File: src/rtl/nlhm_pkg.sv
package nlhm_pkg;
	// register byte offsets on the apb slave
	localparam logic [7:0] NLHM_OFS_CTRL = 8'h00;
	localparam logic [7:0] NLHM_OFS_STATUS = 8'h04;
	localparam logic [7:0] NLHM_OFS_IRQ_STAT = 8'h08;
	localparam logic [7:0] NLHM_OFS_IRQ_MASK = 8'h0C;
	localparam logic [7:0] NLHM_OFS_HB_TIMEOUT = 8'h10;
	localparam logic [7:0] NLHM_OFS_SLOT_USAGE = 8'h14;
	localparam logic [7:0] NLHM_OFS_PEER_SEL = 8'h18;
	localparam int NLHM_ADDR_W = 8;

	// control register fields
	localparam int NLHM_CTRL_HB_EN = 0;
	localparam int NLHM_CTRL_SRC_LSB = 1;
	localparam logic [31:0] NLHM_CTRL_RST = 32'h0000_0001;
	localparam logic [31:0] NLHM_CTRL_MASK = 32'h0000_0007;

	// status register fields
	localparam int NLHM_ST_FAULT_LSB = 0;
	localparam int NLHM_ST_ONLINE = 4;
	localparam int NLHM_ST_HB_RX = 5;
	localparam int NLHM_ST_OFFLINE = 6;
	localparam int NLHM_ST_BEEN_ON = 7;
	localparam int NLHM_ST_HB_TMO = 8;
	localparam int NLHM_ST_SLOT_LSB = 9;

	// heartbeat bit positions inside the serial words
	localparam int NLHM_HB_RX_BIT = 2;
	localparam int NLHM_HB_TX_BIT = 0;

	// heartbeat source selection
	localparam logic [1:0] NLHM_SRC_WORD1 = 2'h0;
	localparam logic [1:0] NLHM_SRC_WORD2 = 2'h1;
	localparam logic [1:0] NLHM_SRC_WORD4 = 2'h2;

	// scan slots and their usage code
	localparam int NLHM_SLOTS = 10;
	localparam int NLHM_USAGE_W = 2;
	localparam logic [1:0] NLHM_UNUSED_DESIGNATION = 2'h0;
	localparam logic [31:0] NLHM_SLOT_USAGE_RST = 32'h0000_0000;

	// peer station selection
	localparam int NLHM_PEERS = 4;
	localparam int NLHM_STA_W = 6;
	localparam int NLHM_PEER_FIELD_W = 8;
	localparam logic [31:0] NLHM_PEER_SEL_RST = 32'h0000_0000;

	// heartbeat timeout
	localparam longint NLHM_CLK_HZ = 50000000;
	localparam longint NLHM_HB_TIMEOUT_MS = 100;
	localparam longint NLHM_HB_TIMEOUT_CYC = (NLHM_HB_TIMEOUT_MS * NLHM_CLK_HZ) / 1000;

	typedef struct packed {
		logic peer_link_fault;
		logic master_link_fault;
		logic init_fault;
		logic own_station_fault;
	} nlhm_faults_t;

	typedef struct packed {
		logic [15:0] word4;
		logic [15:0] word2;
		logic [15:0] word1;
	} nlhm_words_t;
endpackage
File: src/rtl/nlhm_monitor.sv
// The register offsets and the APB register port were left to the implementer.
`timescale 1ns/1ps
// Behaviour
// internal failure while online raises own fault
// no online after init raises init fault
// offline master link raises link fault
// any selected peer offline raises peer fault
// unused slots and zero selects are ignored
// peer fault only on variants supporting it
// received heartbeat is command word bit 2
// returned heartbeat is status word bit 0
// heartbeat echoed as received, never self-toggled
// master toggles heartbeat periodically
// stuck heartbeat beyond timeout raises link fault
// master flags drive when echo lags
// heartbeat timeout is a configurable cycle count
module nlhm_monitor #(
	parameter logic PEER_SUPPORT = 1'b1,
	parameter logic [31:0] HB_TIMEOUT_CYC = 32'(nlhm_pkg::NLHM_HB_TIMEOUT_CYC),
	parameter int STA_W = nlhm_pkg::NLHM_STA_W
) (
	input wire logic I_MCLK, // system clock
	input wire logic I_NRST, // synchronous reset, active low
	input wire logic I_PSEL, // apb select
	input wire logic I_PENABLE, // apb access phase
	input wire logic I_PWRITE, // apb direction
	input wire logic [nlhm_pkg::NLHM_ADDR_W-1:0] I_PADDR, // apb byte address
	input wire logic [31:0] I_PWDATA, // apb write data
	output logic [31:0] O_PRDATA, // apb read data
	output logic O_PREADY, // apb ready
	output logic O_PSLVERR, // apb error on unmapped address
	input wire logic I_LINK_ONLINE, // pin: link in online mode
	input wire logic I_INTERNAL_FAIL, // pin: board watchdog or cpu failure
	input wire logic I_POWER_INIT_DONE, // pin: power initialization complete
	input wire logic [nlhm_pkg::NLHM_SLOTS-1:0] I_SCAN_HEALTHY, // pin: slot data fresh
	input wire logic [2**STA_W-1:0] I_PEER_ONLINE, // pin: peer station online map
	input wire logic I_CMD_VALID, // new serial command words
	input wire nlhm_pkg::nlhm_words_t I_CMD_WORDS, // serial command words 1, 2, 4
	input wire nlhm_pkg::nlhm_words_t I_STAT_WORDS, // status words before echo
	output nlhm_pkg::nlhm_words_t O_STAT_WORDS, // status words with echo inserted
	output nlhm_pkg::nlhm_faults_t O_FAULTS, // live fault flags
	output logic O_LINK_OFFLINE, // link reported offline
	output logic O_IRQ // interrupt, level
);
	import nlhm_pkg::*;

	localparam int NSTA = 2**STA_W;

	// three-stage synchronisers; the filtered value moves only where stages two and three agree
	localparam int SYNC_W = 3 + NLHM_SLOTS + NSTA;
	logic [SYNC_W-1:0] sync1_reg;
	logic [SYNC_W-1:0] sync2_reg;
	logic [SYNC_W-1:0] sync3_reg;
	logic [SYNC_W-1:0] filt_reg;
	logic [SYNC_W-1:0] filt_next;

	function automatic logic [SYNC_W-1:0] agree(input logic [SYNC_W-1:0] s2,
		input logic [SYNC_W-1:0] s3, input logic [SYNC_W-1:0] held);
		logic [SYNC_W-1:0] diff;
		diff = s2 ^ s3;
		agree = (s3 & ~diff) | (held & diff);
	endfunction

	assign filt_next = agree(sync2_reg, sync3_reg, filt_reg);

	always_ff @(posedge I_MCLK) begin
		if (!I_NRST) begin
			sync1_reg <= '0;
			sync2_reg <= '0;
			sync3_reg <= '0;
			filt_reg <= '0;
		end else begin
			sync1_reg <= {I_PEER_ONLINE, I_SCAN_HEALTHY, I_POWER_INIT_DONE, I_INTERNAL_FAIL,
				I_LINK_ONLINE};
			sync2_reg <= sync1_reg;
			sync3_reg <= sync2_reg;
			filt_reg <= filt_next;
		end
	end

	logic online;
	logic int_fail;
	logic init_done;
	logic [NLHM_SLOTS-1:0] scan_healthy;
	logic [NSTA-1:0] peer_online;
	assign online = filt_reg[0];
	assign int_fail = filt_reg[1];
	assign init_done = filt_reg[2];
	assign scan_healthy = filt_reg[3 +: NLHM_SLOTS];
	assign peer_online = filt_reg[3 + NLHM_SLOTS +: NSTA];

	// software registers
	logic [31:0] ctrl_reg;
	logic [31:0] hb_timeout_reg;
	logic [31:0] slot_usage_reg;
	logic [31:0] peer_sel_reg;
	logic [3:0] irq_stat_reg;
	logic [3:0] irq_mask_reg;
	logic [31:0] prdata_reg;
	logic pslverr_reg;

	logic hb_en;
	logic [1:0] hb_src;
	assign hb_en = ctrl_reg[NLHM_CTRL_HB_EN];
	assign hb_src = ctrl_reg[NLHM_CTRL_SRC_LSB +: 2];

	// own station fault: only a failure seen while the link was online counts
	logic own_fault_reg;
	always_ff @(posedge I_MCLK) begin
		if (!I_NRST) begin
			own_fault_reg <= 1'b0;
		end else if (int_fail && online) begin
			own_fault_reg <= 1'b1;
		end else if (!int_fail) begin
			own_fault_reg <= 1'b0;
		end
	end

	// init fault: init done but online never reached since reset
	logic been_online_reg;
	always_ff @(posedge I_MCLK) begin
		if (!I_NRST) begin
			been_online_reg <= 1'b0;
		end else if (online) begin
			been_online_reg <= 1'b1;
		end
	end

	logic init_fault;
	assign init_fault = init_done && !been_online_reg && !online;

	// heartbeat receive and echo
	logic hb_rx_reg;
	logic hb_sel;
	always_comb begin
		case (hb_src)
			NLHM_SRC_WORD2: hb_sel = I_CMD_WORDS.word2[NLHM_HB_RX_BIT];
			NLHM_SRC_WORD4: hb_sel = I_CMD_WORDS.word4[NLHM_HB_RX_BIT];
			default: hb_sel = I_CMD_WORDS.word1[NLHM_HB_RX_BIT];
		endcase
	end

	logic hb_change;
	assign hb_change = I_CMD_VALID && (hb_sel != hb_rx_reg);

	always_ff @(posedge I_MCLK) begin
		if (!I_NRST) begin
			hb_rx_reg <= 1'b0;
		end else if (I_CMD_VALID) begin
			hb_rx_reg <= hb_sel;
		end
	end

	// echo goes straight back; the drive never toggles on its own, the master does that
	always_ff @(posedge I_MCLK) begin
		if (!I_NRST) begin
			O_STAT_WORDS <= '0;
		end else begin
			O_STAT_WORDS <= I_STAT_WORDS;
			O_STAT_WORDS.word1[NLHM_HB_TX_BIT] <= hb_rx_reg;
			O_STAT_WORDS.word2[NLHM_HB_TX_BIT] <= hb_rx_reg;
			O_STAT_WORDS.word4[NLHM_HB_TX_BIT] <= hb_rx_reg;
		end
	end

	// stuck heartbeat timer; saturates so a long stall cannot wrap back to healthy
	logic [31:0] hb_cnt_reg;
	logic hb_timeout;
	always_ff @(posedge I_MCLK) begin
		if (!I_NRST) begin
			hb_cnt_reg <= '0;
		end else if (!hb_en || !online || hb_change) begin
			hb_cnt_reg <= '0;
		end else if (hb_cnt_reg < hb_timeout_reg) begin
			hb_cnt_reg <= hb_cnt_reg + 32'h0000_0001;
		end
	end
	// the timeout must exceed the master toggle interval plus the round trip
	assign hb_timeout = hb_en && online && (hb_cnt_reg >= hb_timeout_reg);

	// stale scan data on a used slot
	function automatic logic [NLHM_SLOTS-1:0] stale_slots(input logic [31:0] usage,
		input logic [NLHM_SLOTS-1:0] healthy);
		logic [NLHM_SLOTS-1:0] res;
		res = '0;
		for (int i = 0; i < NLHM_SLOTS; i++) begin
			res[i] = (usage[i*NLHM_USAGE_W +: NLHM_USAGE_W] != NLHM_UNUSED_DESIGNATION)
				&& !healthy[i];
		end
		return res;
	endfunction

	logic [NLHM_SLOTS-1:0] stale;
	assign stale = stale_slots(slot_usage_reg, scan_healthy);

	logic master_fault;
	assign master_fault = !online || (|stale) || hb_timeout;

	// peer stations; select zero means nothing assigned
	function automatic logic peer_down(input logic [NSTA-1:0] map, input logic [31:0] sel);
		logic down;
		logic [STA_W-1:0] sta;
		down = 1'b0;
		for (int p = 0; p < NLHM_PEERS; p++) begin
			sta = sel[p*NLHM_PEER_FIELD_W +: STA_W];
			if (sta != '0 && !map[sta]) begin
				down = 1'b1;
			end
		end
		return down;
	endfunction

	logic peer_fault;
	assign peer_fault = PEER_SUPPORT && peer_down(peer_online, peer_sel_reg);

	nlhm_faults_t faults;
	always_comb begin
		faults.own_station_fault = own_fault_reg;
		faults.init_fault = init_fault;
		faults.master_link_fault = master_fault;
		faults.peer_link_fault = peer_fault;
	end

	always_ff @(posedge I_MCLK) begin
		if (!I_NRST) begin
			O_FAULTS <= '0;
			O_LINK_OFFLINE <= 1'b1;
		end else begin
			O_FAULTS <= faults;
			O_LINK_OFFLINE <= !online || own_fault_reg;
		end
	end

	// apb slave: zero wait states, read data captured in the setup cycle
	logic setup;
	logic wr_acc;
	assign setup = I_PSEL && !I_PENABLE;
	assign wr_acc = I_PSEL && I_PENABLE && I_PWRITE;
	assign O_PREADY = I_PSEL && I_PENABLE;
	assign O_PRDATA = prdata_reg;
	assign O_PSLVERR = O_PREADY && pslverr_reg;

	logic [31:0] status_word;
	always_comb begin
		status_word = '0;
		status_word[NLHM_ST_FAULT_LSB +: 4] = faults;
		status_word[NLHM_ST_ONLINE] = online;
		status_word[NLHM_ST_HB_RX] = hb_rx_reg;
		status_word[NLHM_ST_OFFLINE] = !online || own_fault_reg;
		status_word[NLHM_ST_BEEN_ON] = been_online_reg;
		status_word[NLHM_ST_HB_TMO] = hb_timeout;
		status_word[NLHM_ST_SLOT_LSB +: NLHM_SLOTS] = stale;
	end

	always_ff @(posedge I_MCLK) begin
		if (!I_NRST) begin
			prdata_reg <= '0;
			pslverr_reg <= 1'b0;
		end else if (setup) begin
			pslverr_reg <= 1'b0;
			if (I_PADDR == NLHM_OFS_CTRL) begin
				prdata_reg <= ctrl_reg;
			end else if (I_PADDR == NLHM_OFS_STATUS) begin
				prdata_reg <= status_word;
			end else if (I_PADDR == NLHM_OFS_IRQ_STAT) begin
				prdata_reg <= {28'h000_0000, irq_stat_reg};
			end else if (I_PADDR == NLHM_OFS_IRQ_MASK) begin
				prdata_reg <= {28'h000_0000, irq_mask_reg};
			end else if (I_PADDR == NLHM_OFS_HB_TIMEOUT) begin
				prdata_reg <= hb_timeout_reg;
			end else if (I_PADDR == NLHM_OFS_SLOT_USAGE) begin
				prdata_reg <= slot_usage_reg;
			end else if (I_PADDR == NLHM_OFS_PEER_SEL) begin
				prdata_reg <= peer_sel_reg;
			end else begin
				prdata_reg <= '0;
				pslverr_reg <= 1'b1;
			end
		end
	end

	always_ff @(posedge I_MCLK) begin
		if (!I_NRST) begin
			ctrl_reg <= NLHM_CTRL_RST;
			hb_timeout_reg <= HB_TIMEOUT_CYC;
			slot_usage_reg <= NLHM_SLOT_USAGE_RST;
			peer_sel_reg <= NLHM_PEER_SEL_RST;
			irq_mask_reg <= '0;
		end else if (wr_acc) begin
			if (I_PADDR == NLHM_OFS_CTRL) begin
				ctrl_reg <= I_PWDATA & NLHM_CTRL_MASK;
			end else if (I_PADDR == NLHM_OFS_IRQ_MASK) begin
				irq_mask_reg <= I_PWDATA[3:0];
			end else if (I_PADDR == NLHM_OFS_HB_TIMEOUT) begin
				hb_timeout_reg <= I_PWDATA;
			end else if (I_PADDR == NLHM_OFS_SLOT_USAGE) begin
				slot_usage_reg <= I_PWDATA;
			end else if (I_PADDR == NLHM_OFS_PEER_SEL) begin
				peer_sel_reg <= I_PWDATA;
			end
		end
	end

	// sticky fault bits; a fault still present re-sets the bit even as it is cleared
	logic [3:0] irq_clr;
	assign irq_clr = (wr_acc && I_PADDR == NLHM_OFS_IRQ_STAT) ? I_PWDATA[3:0] : 4'h0;

	always_ff @(posedge I_MCLK) begin
		if (!I_NRST) begin
			irq_stat_reg <= '0;
		end else begin
			irq_stat_reg <= (irq_stat_reg & ~irq_clr) | faults;
		end
	end

	always_ff @(posedge I_MCLK) begin
		if (!I_NRST) begin
			O_IRQ <= 1'b0;
		end else begin
			O_IRQ <= |(irq_stat_reg & irq_mask_reg);
		end
	end
endmodule

File: config.mk
export PLATFORM = sky130hd
export DESIGN_NAME = nlhm_monitor
export DESIGN_NICKNAME = d
export VERILOG_FILES = /design/src/rtl/nlhm_pkg.sv /design/src/rtl/nlhm_monitor.sv
export SDC_FILE = /design/constraint.sdc
export NUM_CORES = 1
export LEC_CHECK = 0
export ABC_AREA = 1
export BUFFER_PORTS_ARGS = -buffer_cell sky130_fd_sc_hd__buf_4
export CAP_MARGIN = 20
export CORE_AREA = 3 3 276 278
export DETAILED_ROUTE_END_ITERATION = 16
export DIE_AREA = 0 0 279 281
export PLACE_DENSITY = 0.49
export SETUP_SLACK_MARGIN = 0.3
export SYNTH_ARGS = -nofsm -noshare
export SYNTH_HDL_FRONTEND = slang
export SYNTH_SLANG_ARGS = --single-unit
File: constraint.sdc
create_clock -name I_MCLK -period 2.24 [get_ports I_MCLK]
set_input_delay 0.448 -clock I_MCLK [delete_from_list [all_inputs] [get_ports I_MCLK]]
set_output_delay 0.448 -clock I_MCLK [all_outputs]
set_load 0.02 [all_outputs]
Yosys cells after proc, flatten, opt, wreduce, memory -nomap -nowiden
Cells that the tools add are included. Widths: inputs -> output; s select.

Bits in registers: 537. Bits of input ports: 219. Output and inout bits: 88. Logic and storage cells: 157.

Add/subtract/negate cells: 1. Magnitude comparators: 6. Equality and inequality tests: 10. Multiplexer cells: 30. Bitwise logic cells: 14. Reductions and logical operators: 71.

Operators by type and width (number): $mux 32 (7); $and 77x77->77 (2); $not 77->77 (1); $or 77x77->77 (1); $xor 77x77->77 (1); $add 32x1->32 const B (1); $ge 32x32->1 (1); $lt 32x32->1 (1); $lt 6x7->1 const B (4); $logic_and 1x1->1 (25); $bmux 1 s6 (4); $eq 8x5->1 const B (3); $reduce_bool 6->1 (4); $reduce_bool 2->1 (10); $logic_not 1->1 (18); $mux 1 (17); $eq 8x4->1 const B (2); $reduce_or 10->1 (1); $and 4x4->4 (2); $eq 8x3->1 const B (1); $logic_not 8->1 (1); $reduce_and 6->1 (1); $logic_or 1x1->1 (5); $not 1->1 (5); 14 further kinds (14).

Depth between registers and ports, before layout
Word-level depth: 10. Gate-level depth with buffers: 17. Gate-level depth less buffers: 17.

Least setup slack after synthesis
Ideal clock, no wire load.

Path type: flip-flop to flip-flop. Start: register hb_timeout_reg[17]. End: register hb_cnt_reg[8]. Library setup time: 0.113 ns. Arrival: 1.717 ns. Data required time: 2.127 ns. Path slack: 0.410 ns. Stages on the path, launching flop included: 17. Clock period less this slack: 1.830 ns. Cells stage by stage: dfxtp_1 inv_1 ha_1 nand2_1 inv_1 o21ai_1 nand2_1 a21oi_1 a21oi_1 nor2_2 nand2_2 inv_2 nand3b_2 nor2_1 nand2_1 nand2_1 nor2_1.

Cells in the longest elaborated chain, start to end: 1.

RTL lines: start, declared (line nlhm_monitor.sv:94) `logic [31:0] hb_timeout_reg;`; start signal, assigned (line nlhm_monitor.sv:285) `hb_timeout_reg <= HB_TIMEOUT_CYC;`; start signal, assigned (line nlhm_monitor.sv:295) `hb_timeout_reg <= I_PWDATA;`; $lt 32x32->1 (line nlhm_monitor.sv:174) `end else if (hb_cnt_reg < hb_timeout_reg) begin`; end signal, assigned (line nlhm_monitor.sv:175) `hb_cnt_reg <= hb_cnt_reg + 32'h0000_0001;`; end, declared (line nlhm_monitor.sv:167) `logic [31:0] hb_cnt_reg;`.

Every way passes these cells. A chain may end at the register's enable or synchronous reset.

Worst setup path in the final report
Start: register hb_timeout_reg[27]. End: register hb_cnt_reg[2].

The elaborated chain is that of the path after synthesis.

==> key figures <==
Floorplan
  • Row count: 100
  • Core Area: 74,200 um2
  • Top Ports: 307
  • Die width: 279 um
  • Initial core utilization: 29.8%
  • Die area: 78,400 um2
  • Chip Height: 281 um

Drt
  • Antenna Nets Post-Route: 0
  • Wire per inst: 15.6 um
  • Drt pass-1 iters: 5
  • Post-route DRC violation count: 0
  • Avg Vias per Cell: 4.50
  • Via count: 19,900
  • Post-Route WL: 68,800 um
  • DR iter-0 viols: 1,236

GRT
  • Congestion Overflow GR: 0
  • GR Layer Usage met2: 28.4%
  • Busiest grt layer: met2
  • Vias in the first global route: 19,100
  • M1 GR Usage: 23.2%
  • GRT Resource Usage Total: 17.1%
  • Antenna violations before repair: 2
  • First-pass GRT wire length: 107,000 um
  • Largest net degree at the start of global routing: 98
  • Met3 Usage GRT: 2.85%

Logic synthesis
  • Cell variety after synth: 48
  • Net Count, Synth: 3,237
  • Synth Cell Area: 22,100 um2
  • FF+latch count, synth: 535
  • Synth area leader: dfxtp_1
  • Post-synth EDFFs: 0
  • Syn avg cell area: 7.42 um2
  • Synth top area share: 48.4%
  • Post-synthesis sequential area ratio: 48.4%
  • Cells after Synth: 2,983
  • Post-synth top flop: dfxtp_1
  • Main area contributors after synthesis: dfxtp_1, nand2_1, inv_1
  • YS warnings: 0
  • Ys async rst share: 0%

Hold path
  • Tightest Hold Check Type: primary input to register
  • Worst Hold Launch: I_SCAN_HEALTHY[6]
  • Min-Delay Path Depth: 3

Worst setup path
  • Worst-path cell chain: inv_2 > ha_1 > nand2_2 > inv_2 > nand4_4 > nor3b_4 > nand2_2 > nand2_8 > clkinv_8 > buf_12 > nand3_1 > and3_1
  • Critical Path Start Type: register
  • Crit path max-delay family: simple AND/OR/NAND/NOR gates
  • Worst R2R Path Depth: 12
  • Crit path depth: 12
  • CP max FO: 10
  • Setup CP Type: register to register
  • Reg-to-Reg Start: hb_timeout_reg[27]$_SDFFE_PN0P_
  • CP Launch Point: hb_timeout_reg[27]$_SDFFE_PN0P_
  • Critical Path AT: 2.62 ns
  • WP data required: 2.82 ns
  • Slowest stage cell on the critical path: nor3b_4
  • Crit-path max cell delay: 0.33 ns
  • Critical path buffers and inverters: 4
  • Critical Path Sink Type: register

Clocking
  • Clock root cell: clkbuf_16
  • Clock Sinks: 535
  • TritonCTS buffer count: 57
  • H-tree depth: 2
  • TritonCTS clock tree: yes
  • Longest Clk Path Bufs: 3
  • Worst-path clk slew: 0.06 ns
  • Clock latency on the worst-skew pair: 0.62 ns

Placed design
  • Port Buffers: 258
  • Post-DP HPWL: 49,100 um
  • Gpl congestion: 0.907

Layout
  • Layout Nets: 3,660
  • Layout cells sized above 1: 19.4%
  • Fillers: 7,703
  • Area grow syn2layout: 33.5%

STA
  • Unrepaired setup endpoints after global routing: yes
  • Final hold viol count: 0
  • Clock skew: 0.0273 ns
  • Final Cycle Share: 91.3%
  • Minimum clock period: 2.04 ns
  • Slew @ Worst Pin: 0.416 ns
  • Setup_tns: 0 ns
  • Max-slew violation count: 0
  • Fmax: 0.489 GHz
  • Final hold slack: 0.0345 ns
  • Final setup vio count: 0
  • Max-Slew Margin vs Limit: 72.0%

Job
  • Max Cap Viol: 0

Run status
  • Status: complete, no violations

Power
  • Leakage power figure: 13.6 nW
  • VDD IR max: 0.000459 V
  • Power density over cell area: 704 nW/um2
==> routing by layer <==
metal	share of wire (%)	up-vias	wire length [um]
met5	0.016	-	11
li1	-	10300	-
met1	47	9033	32100
met2	46	470	31400
met4	2.3	2	1560
met3	5.4	101	3720
==> tightest hold or removal path: cells and delay by family <==
kind	cells	cell delay, ns
AND/OR/NAND/NOR	1	0.05
buffers and inverters	2	0.12
==> kinds of logic (layout without fill, tap and decap cells) <==
logic type / Yosys count / count (layout) / share of synthesized area (%)
xor+xnor: 22 / 22 / 0.871
fa+ha+maj: 35 / 35 / 1.98
other cells: 0 / 1 / 0
flops: 535 / 535 / 48.4
compound gates: 556 / 556 / 14.0
buf+inv: 611 / 1078 / 11.6
simple gates: 1224 / 1224 / 23.2
==> synth_stat cells, drive strengths merged, types with 2 or more instances <==
master   count
nand2      791
dfxtp      535
inv        467
a21oi      259
nor2       211
o21ai      197
nand3      173
buf         76
clkbuf      65
ha          35
a211oi      32
o211ai      29
nor3        19
xor2        18
nand4       13
nor4        12
o2111ai     10
o221ai      10
a221oi       5
o21bai       4
xnor2        4
and3         3
clkinv       3
a221o        2
a31oi        2
o22ai        2
==> layout by cell type, fill, tap and decap left out, types with 12 or more instances in the layout <==
cell type | synthesis | layout
nand2_1 | 784 | 765
dfxtp_1 | 535 | 514
inv_1 | 446 | 427
buf_4 | 18 | 365
a21oi_1 | 251 | 238
nor2_1 | 197 | 190
o21ai_0 | 191 | 181
nand3_1 | 170 | 157
dlygate4sd3_1 | 0 | 105
clkbuf_16 | 0 | 62
a211oi_1 | 32 | 32
inv_2 | 17 | 30
o211ai_1 | 29 | 29
nand2_2 | 7 | 22
a21oi_2 | 8 | 20
buf_12 | 0 | 20
ha_1 | 35 | 19
xor2_1 | 18 | 18
ha_4 | 0 | 16
dfxtp_2 | 0 | 16
nand3_2 | 3 | 15
clkbuf_8 | 0 | 15
o21ai_1 | 6 | 14
nor3_1 | 13 | 13
nand4_1 | 12 | 12
==> cell type report <==
type / count / area [um2] / area share [%]
Sequential cell: 535 / 10700 / 36.4
Multi-Input combinational cell: 1837 / 9340 / 31.6
Timing Repair Buffer: 505 / 4440 / 15.0
Inverter: 470 / 1810 / 6.14
Clock buffer: 83 / 1720 / 5.81
Tap cell: 969 / 1210 / 4.10
Clock inverter: 20 / 269 / 0.910
Antenna cell: 1 / 2.50 / 0.00847
==> where the power goes <==
group	internal, W	leakage (nW)	switching, W
clock	0.00598	0.981	0.00393
sequential	0.00973	4.37	0.0000948
combinational	0.000518	8.26	0.000530
total	0.0162	13.6	0.00456
==> through the flow <==
| stage | instance area (um2) | worst slack (ns) | power [W] | cells | utilization, % |
|---|---|---|---|---|---|
| finish | 29500 | 0.195 | 0.0208 | 4420 | 39.8 |
| floorplan | 22100 | 0.410 | 0.0105 | 2983 | - |
| global route | 29500 | 0.0913 | 0.0216 | 4419 | 39.8 |
| global placement | 25600 | 0.0547 | 0.0110 | 4188 | 34.5 |
| CTS | 29200 | 0.233 | 0.0212 | 4408 | 39.3 |
| detailed placement | 25600 | 0.0625 | 0.0110 | 4188 | 34.5 |
==> final timing paths <==
kind / slack [ns] / end
min reg2reg: 0.41 / sync2_reg[74]$_SDFF_PN0_
min: 0.03 / sync1_reg[9]$_SDFF_PN0_
max: 0.20 / hb_cnt_reg[2]$_SDFFE_PP0P_
max reg2reg: 0.20 / hb_cnt_reg[2]$_SDFFE_PP0P_
==> timing repair <==
| action | 4_1_cts | 5_1_grt |
|---|---|---|
| hold buffers | 105 | 0 |
| gates cloned | 3 | 3 |
| setup buffers | 9 | 8 |
| setup endpoints to repair | 39 | 39 |
| resized for setup | 115 | 56 |
| pin swaps | 36 | 21 |
| hold endpoints to repair | 105 | 0 |
No activity file was read; power rests on OpenSTA's default activity.
